### src/cmp_event_pkg.sv
// Package: register map, field layout and encodings of the event conditioner
package cmp_event_pkg;
    // ------------------------------------------------------------
    // Register offsets (byte addresses)
    // ------------------------------------------------------------
    localparam logic [3:0] CTRL_OFS = 4'h0;
    localparam logic [3:0] STAT_OFS = 4'h4;
    localparam logic [3:0] MASK_OFS = 4'h8;
    localparam logic [3:0] RAW_OFS = 4'hC;
    // ------------------------------------------------------------
    // Control field positions
    // ------------------------------------------------------------
    localparam int INV_BIT = 1;
    localparam int INTERRUPT_SENSE_SELECT_LO = 2;
    localparam int INTERRUPT_SENSE_SELECT_HI = 3;
    localparam int ILVL_BIT = 4;
    localparam int TRIGGER_SENSE_SELECT_LO = 5;
    localparam int TRIGGER_SENSE_SELECT_HI = 6;
    localparam int TLVL_BIT = 7;
    // Writable control bits 7:1; bit 0 reserved and reads zero
    localparam logic [31:0] CTRL_WMASK = 32'h0000_00FE;
    localparam logic [31:0] CTRL_RST = 32'h0000_0000;
    // Status / mask bits: 0 interrupt event, 1 trigger event
    localparam int EV_IRQ = 0;
    localparam int EV_TRG = 1;
    localparam logic [1:0] EV_RST = 2'h0;
    // ------------------------------------------------------------
    // Sense encodings
    // ------------------------------------------------------------
    typedef enum logic [1:0] {
        SENSE_LEVEL = 2'b00,
        SENSE_FALL = 2'b01,
        SENSE_RISE = 2'b10,
        SENSE_BOTH = 2'b11
    } sense_t;
endpackage : cmp_event_pkg

### src/sense_select.sv
// Sense selector: level or edge qualification of the conditioned output
`timescale 1ns/1ps
module sense_select (
    // Conditioned comparator and edges
    input wire logic level,
    input wire logic rise,
    input wire logic fall,
    // Configuration
    input wire cmp_event_pkg::sense_t mode,
    input wire logic activeLevel,
    // Result
    output logic hit
);
    // Level match or chosen transition
    wire levelHit = (level == activeLevel);
    always_comb begin
        unique case (mode)
            cmp_event_pkg::SENSE_LEVEL: hit = levelHit;
            cmp_event_pkg::SENSE_FALL: hit = fall;
            cmp_event_pkg::SENSE_RISE: hit = rise;
            cmp_event_pkg::SENSE_BOTH: hit = rise | fall;
        endcase
    end
endmodule : sense_select

### src/comparator_event_conditioner.sv
// Comparator event conditioner: inversion, sense selection, Avalon regs
`timescale 1ns/1ps
module comparator_event_conditioner (
    // Clock and reset
    input wire logic sys_clk,
    input wire logic sys_rst,
    // Avalon-MM slave
    input wire logic [3:0] address,
    input wire logic read,
    input wire logic write,
    input wire logic [31:0] writedata,
    input wire logic [3:0] byteenable,
    output logic [31:0] readdata,
    output logic waitrequest,
    // Comparator and event outputs
    input wire logic cmpOut,
    output logic adcTrigger,
    output logic cmpIrq,
    output logic irq
);
    // ------------------------------------------------------------
    // Input synchroniser
    // ------------------------------------------------------------
    logic cmpMeta_r;
    logic cmpSync_r;
    logic condPrev_r;
    always_ff @(posedge sys_clk) begin
        cmpMeta_r <= cmpOut;
        cmpSync_r <= cmpMeta_r;
    end

    // ------------------------------------------------------------
    // Register decode
    // ------------------------------------------------------------
    logic [31:0] ctrl_r;
    logic [1:0] stat_r;
    logic [1:0] mask_r;
    logic ackDone_r;
    // One wait state per access keeps readdata registered
    wire access = (read | write) & ~ackDone_r;
    // Writes land only at the edge that ends the access, one cycle after the wait state
    wire take = write & ackDone_r;
    wire [31:0] beMask = {{8{byteenable[3]}}, {8{byteenable[2]}},
        {8{byteenable[1]}}, {8{byteenable[0]}}};
    wire wrCtrl = take & (address == cmp_event_pkg::CTRL_OFS);
    wire wrStat = take & (address == cmp_event_pkg::STAT_OFS);
    wire wrMask = take & (address == cmp_event_pkg::MASK_OFS);
    wire [31:0] ctrl_nxt = (ctrl_r & ~beMask)
        | (writedata & beMask & cmp_event_pkg::CTRL_WMASK);
    assign waitrequest = (read | write) & ~ackDone_r;

    // ------------------------------------------------------------
    // Conditioning
    // ------------------------------------------------------------
    // invert before sensing
    wire cond = cmpSync_r ^ ctrl_r[cmp_event_pkg::INV_BIT];
    wire rise = cond & ~condPrev_r;
    wire fall = ~cond & condPrev_r;
    logic irqHit;
    logic trgHit;
    // Sense fields as enum values, shared by selectors and checks
    cmp_event_pkg::sense_t irqMode;
    cmp_event_pkg::sense_t trgMode;
    assign irqMode = cmp_event_pkg::sense_t'(
        ctrl_r[cmp_event_pkg::INTERRUPT_SENSE_SELECT_HI:cmp_event_pkg::INTERRUPT_SENSE_SELECT_LO]);
    assign trgMode = cmp_event_pkg::sense_t'(
        ctrl_r[cmp_event_pkg::TRIGGER_SENSE_SELECT_HI:cmp_event_pkg::TRIGGER_SENSE_SELECT_LO]);
    sense_select irqSel (
        .level(cond),
        .rise(rise),
        .fall(fall),
        .mode(irqMode),
        .activeLevel(ctrl_r[cmp_event_pkg::ILVL_BIT]),
        .hit(irqHit)
    );
    sense_select trgSel (
        .level(cond),
        .rise(rise),
        .fall(fall),
        .mode(trgMode),
        .activeLevel(ctrl_r[cmp_event_pkg::TLVL_BIT]),
        .hit(trgHit)
    );
    wire [1:0] evHit = {trgHit, irqHit};
    // Set beats write-one-to-clear in the same cycle
    wire [1:0] stat_nxt = (stat_r & ~(wrStat ? writedata[1:0] : 2'h0))
        | evHit;

    // Read mux
    logic [31:0] rdMux;
    always_comb begin
        unique case (address)
            cmp_event_pkg::CTRL_OFS: rdMux = ctrl_r;
            cmp_event_pkg::STAT_OFS: rdMux = {30'h0, stat_r};
            cmp_event_pkg::MASK_OFS: rdMux = {30'h0, mask_r};
            cmp_event_pkg::RAW_OFS: rdMux = {30'h0, evHit};
            default: rdMux = 32'h0000_0000;
        endcase
    end

    // ------------------------------------------------------------
    // Registers
    // ------------------------------------------------------------
    // previous conditioned value
    always_ff @(posedge sys_clk) begin
        if (sys_rst) begin
            condPrev_r <= 1'b0;
            ackDone_r <= 1'b0;
            readdata <= 32'h0000_0000;
        end else begin
            condPrev_r <= cond;
            ackDone_r <= access;
            if (access & read) begin
                readdata <= rdMux;
            end
        end
    end

    // Control, status and mask
    always_ff @(posedge sys_clk) begin
        if (sys_rst) begin
            ctrl_r <= cmp_event_pkg::CTRL_RST;
            stat_r <= cmp_event_pkg::EV_RST;
            mask_r <= cmp_event_pkg::EV_RST;
        end else begin
            if (wrCtrl) begin
                ctrl_r <= ctrl_nxt;
            end
            stat_r <= stat_nxt;
            if (wrMask & byteenable[0]) begin
                mask_r <= writedata[1:0];
            end
        end
    end

    // Event outputs registered for clean edges
    always_ff @(posedge sys_clk) begin
        if (sys_rst) begin
            adcTrigger <= 1'b0;
            cmpIrq <= 1'b0;
        end else begin
            adcTrigger <= trgHit;
            cmpIrq <= irqHit;
        end
    end
    assign irq = |(stat_r & mask_r);
endmodule : comparator_event_conditioner

### config.mk
export PLATFORM = sky130hd
export DESIGN_NAME = comparator_event_conditioner
export DESIGN_NICKNAME = d
export VERILOG_FILES = /design/src/cmp_event_pkg.sv /design/src/sense_select.sv /design/src/comparator_event_conditioner.sv
export SDC_FILE = /design/constraint.sdc
export NUM_CORES = 1
export LEC_CHECK = 0
export ABC_AREA = 1
export BUFFER_PORTS_ARGS = -buffer_cell sky130_fd_sc_hd__clkbuf_2
export CAP_MARGIN = 15
export CORE_ASPECT_RATIO = 1.2
export CORE_MARGIN = 2
export CORE_UTILIZATION = 34
export CTS_CLUSTER_DIAMETER = 80
export DETAILED_ROUTE_END_ITERATION = 7
export HOLD_SLACK_MARGIN = 0.05
export PLACE_DENSITY = 0.66
export SETUP_SLACK_MARGIN = 0.4
export SLEW_MARGIN = 20
export SYNTH_ARGS = -nofsm -noshare
export SYNTH_HDL_FRONTEND = slang
export SYNTH_SLANG_ARGS = --single-unit
### constraint.sdc
create_clock -name sys_clk -period 4 [get_ports sys_clk]
set_clock_uncertainty 0.05 [all_clocks]
set_input_delay 0.4 -clock sys_clk [delete_from_list [all_inputs] [get_ports sys_clk]]
set_output_delay 0.4 -clock sys_clk [all_outputs]
set_load 0.005 [all_outputs]
After elaboration in Yosys (flattened, before gate mapping)

Cells that the tools add are included.
W data, S select, Z words.

Equality and inequality tests: 11
Div/mod/pow operators: 0
Reductions and logical operators: 4
Bitwise operators: 23
Magnitude comparators: 0
Multipliers: 0
Shift operators: 0
Mux-type cells: 4
Add/subtract/negate cells: 0

Operator list:

| kind                 | number |
|---|---|
| $pmux W32 S4         | 1 |
| $and A32 B32 Y32     | 1 |
| $not A32 Y32         | 1 |
| $or A32 B8 Y32       | 1 |
| $and A1 B1 Y1        | 9 |
| $and A8 B8 Y8        | 1 |
| $eq A2 B2 Y1 const B | 4 |
| $eq A4 B4 Y1 const B | 2 |
| $pmux W1 S4          | 2 |
| $and A2 B2 Y2        | 2 |
| $eq A2 B1 Y1 const B | 2 |
| $eq A4 B3 Y1 const B | 1 |
| $logic_not A2 Y1     | 2 |
| $logic_not A4 Y1     | 1 |
| $not A1 Y1           | 3 |
| $eq A1 B1 Y1         | 2 |
| $mux W2              | 1 |
| $not A2 Y2           | 1 |
| $or A1 B1 Y1         | 2 |
| $or A2 B2 Y2         | 1 |
| $reduce_or A2 Y1     | 1 |
| $xor A1 B1 Y1        | 1 |

Latch bits: 0
Memories: 0
ROM bits: 0
Bits of input ports: 45
Memory bits (writable): 0
Bits in registers: 74

Longest topological paths before layout

Word-level depth: 6
Mapped depth: 14
Mapped depth without buffers: 14

Hierarchy

A second synthesis with hierarchy kept.

Cell total of the unflattened synthesis: 365
Area total of the unflattened synthesis: 2791.4 um^2

Modules (own cells, without submodules):

| module                       | cells each | area an instance (um^2) | instances |
|---|---|---|---|
| comparator_event_conditioner | 343        | 2706.3                  | 1 |
| sense_select                 | 11         | 42.5                    | 2 |

Worst setup path before layout

Ideal clock, no wire load.

Path type: register -> register
From: register (tool-made name)
To: register readdata[1]
Library setup time: 70 ps
Stages on the path, launching flop included: 15
Clock period less this slack: 1487 ps
Data arrival time: 1367 ps
Slack: 2513 ps
Path through: dfxtp_1 > inv_1 > nand2_1 > nand2_1 > inv_1 > ha_1 > inv_1 > nand2_1 > nand3_1 > nand2_1 > nand2_1 > nand2_1 > nand2_1 > nand2_1 > a21oi_1

RTL lines:

| item                 | RTL line                            | text |
|---|---|---|
| end signal, assigned | comparator_event_conditioner.sv:114 | `readdata <= rdMux;` |
| end, declared        | comparator_event_conditioner.sv:13  | `output logic [31:0] readdata,` |

==> impl_metrics.ini <==
[drt]
routedWlPerCell_um = 11.54
drtIter0Drc = 39
drtAntennaViolNets = 0
drc = 0
drt_wl_total_um = 5526
vias = 2216
vias_per_cell = 4.626
drtPass1Iterations = 4

[critical_path]
start_kind = register
cp.required_ns = 4.22
worstSetupPathType = register to register
path_delay_family = simple AND/OR/NAND/NOR gates
worstPathMaxFanout = 4
crit_buf_inv = 3
max_stage_delay_ns = 0.33
timing.rr.end = readdata[1]
cp_slowest_cell = dfxtp_1
arrival_ns = 1.95
crit_chain = inv_1 > nand2_1 > nand2_1 > inv_1 > ha_1 > inv_1 > nand2_1 > nand3_1 > nand2_1 > nand2_1 > nand2_1 > nand2_1 > nand2_1 > a21oi_1
crit_path_frequent_cell = nand2_1
end_kind = register
ff2ff_path_depth = 14
reg2reg_setup_slack_ns = 2.27

[grt]
grt_pass1_wl_um = 9259
gr-usage-all-layers_pct = 13.30
first_global_vias = 2025
grt_antenna_before_repair = 0
grt_max_degree = 46
overflow = 0

[sta]
slew_violations = 0
rsz0062_at_grt = false
max-slew-margin-rel_pct = 54.28
worst_pin_slew_ns = 0.6848
finalSetupViolCount = 0
final_hold_viol_count = 0
max_clock_freq_mhz = 577.6
fin_crit_sh_pct = 43.28
fin_ws_ns = 2.269
fin_crit_ns = 1.731
finalSetupTns_ns = 0

[synth]
netlist_area_mm2 = 0.002778
synth-seq-cells = 74
synth_nets = 373
ys_top_cells_by_area = dfxtp_1 53%, nand2_1 6.5%, nand3_1 6.3%, inv_1 5.8%, o31ai_2 5.0%
synthCells = 326
yosysTopAreaCell = dfxtp_1
ys.flop_type = dfxtp_1
synth-edff-count = 0
synth_top_cell_area_share_pct = 53.33
seq_area_frac_synth_pct = 53.33
yosysUniqueCellTypes = 24
syn_avg_cell_area_um2 = 8.520
yosys_warnings = 0
synthArstFlopShare_pct = 0

[worst_hold_path]
worst_hold_startpoint = cmpOut
holdPathStages = 1
holdPathEnd = cmpMeta_r
hp-class = input port to register

[clock_tree]
cts_buffer_depth = 2
cts_made_buffers = 9
cts_root_buf = clkbuf_8
htree_levels = 3
ctsHoldBuffers = 0
postCtsSetupBuffers = 0
cts_resized = 0
clock_latency_ns = 0.33
clkTransAtPathRegs_ns = 0.08
numClockSinks = 74
tritoncts = yes

[place]
place_ws_ns = 2.264
numPortBuffers = 56
hpwl_um = 3859
gp_congestion = 0.8268

[final_layout]
n_antenna_cell = 0
layout-drive-gt1-share_pct = 25.26
area_growth_pct = 17.66
layout_common_cells = 74 x dfxtp_1, 56 x clkbuf_2, 48 x nand2_1
nNetsFinal = 426
layout_commonest_cell = dfxtp_1

[die]
die_x_um = 86.51
core_mm2 = 0.008018
start_util_pct = 34.64
die_y_um = 103.0
io-pin-count = 81
rows = 36
design.die.area_mm2 = 0.008911

[outcome]
status = completed

[run]
max-cap-violations = 0

[pwr]
cellPowerDensity_mw_per_mm2 = 399.9
power.leakage_nw = 1.357
ir_drop_uv = 220.9
-- layout make-up --
type | count | area [um^2]
fillers | 847 | 4750
flip-flops and latches | 74 | 1481
multi-input cells | 192 | 1041
repair buffers | 57 | 287.8
inverters | 45 | 168.9
clock buffers | 10 | 137.6
well taps | 95 | 118.9
clock inverters | 6 | 32.53
-- flip-flops by register name, summed over array words and instances (netlist names), 2 cells and up, named ones only --
| register | flops |
|---|---|
| stat_r | 2 |
| mask_r | 2 |
| readdata | 32 |
| ctrl_r | 25 |
-- cells in the mapped netlist (3+ instances only) --
cell      instances
a21oi_1          19
buf_1             3
buf_2             6
buf_6             3
clkbuf_1          3
dfxtp_1          74
inv_1            43
nand2_1          48
nand3_1          35
nand4_1           3
nor2_1           21
nor2_4            5
nor3_1           17
o21ai_0          19
o31ai_1           4
o31ai_2          11
-- stage by stage --
| stage | utilization [%] | hold WS, ns | total power, mW | cells | instance area, um^2 |
|---|---|---|---|---|---|
| 6_report | 40.76 | 0.1126 | 1.307 | 479 | 3268 |
| 5_1_grt | 40.76 | 0.09013 | 1.362 | 479 | 3268 |
| 4_1_cts | 40.76 | 0.09161 | 1.330 | 479 | 3268 |
| 3_5_place_dp | 38.64 | 0.2726 | 0.8316 | 463 | 3098 |
| 3_3_place_gp | 38.64 | 0.2619 | 0.8303 | 463 | 3098 |
| 2_1_floorplan | - | 0.2596 | 0.8078 | 326 | 2778 |
-- where the power goes --
| part | leakage, nW | internal (mW) | switching (mW) |
|---|---|---|---|
| Sequential | 0.598 | 0.742 | 0.00332 |
| Combinational | 0.667 | 0.0200 | 0.0480 |
| Clock | 0.0916 | 0.236 | 0.257 |
-- routing by layer --
layer	vias up	share of wire [%]	GRT usage, %	routed length (um)
met4	0	1.2	5.048	67
li1	1167	-	-	-
met2	51	49	22.78	2692
met1	991	46	15.91	2540
met3	7	4.1	3.603	225
met5	-	0	0	0
-- worst max-delay path by stage --
| stage | startpoint | endpoint | slack (ns) | cells after the start |
|---|---|---|---|---|
| 2_1_floorplan | register | readdata[1] | 2.51 | 14 |
| 3_3_place_gp | sys_rst | register | 2.05 | 4 |
| 3_5_place_dp | address[1] | readdata[7] | 2.26 | 8 |
| 4_1_cts | register | readdata[0] | 2.26 | 14 |
| 5_1_grt | register | readdata[1] | 2.08 | 14 |
| 6_report | register | readdata[1] | 2.27 | 14 |
-- worst register-to-register path, cell delays in order, from the launching register on --
cell and delay [ns]:
dfxtp_1 0.33, inv_1 0.11, nand2_1 0.10, nand2_1 0.12
inv_1 0.06, ha_1 0.26, inv_1 0.07, nand2_1 0.05
nand3_1 0.07, nand2_1 0.06, nand2_1 0.11, nand2_1 0.07
nand2_1 0.06, nand2_1 0.04, a21oi_1 0.11
-- cells by family after synthesis --
family | Yosys count | share of synthesized area, %
AOI/OAI and AO/OA | 57 | 13.96
buffers and inverters | 60 | 9.189
and+or+nand+nor | 133 | 22.61
DFF | 74 | 53.33
adders and majority gates | 2 | 0.9008
No activity file was read; power rests on OpenSTA's default activity.
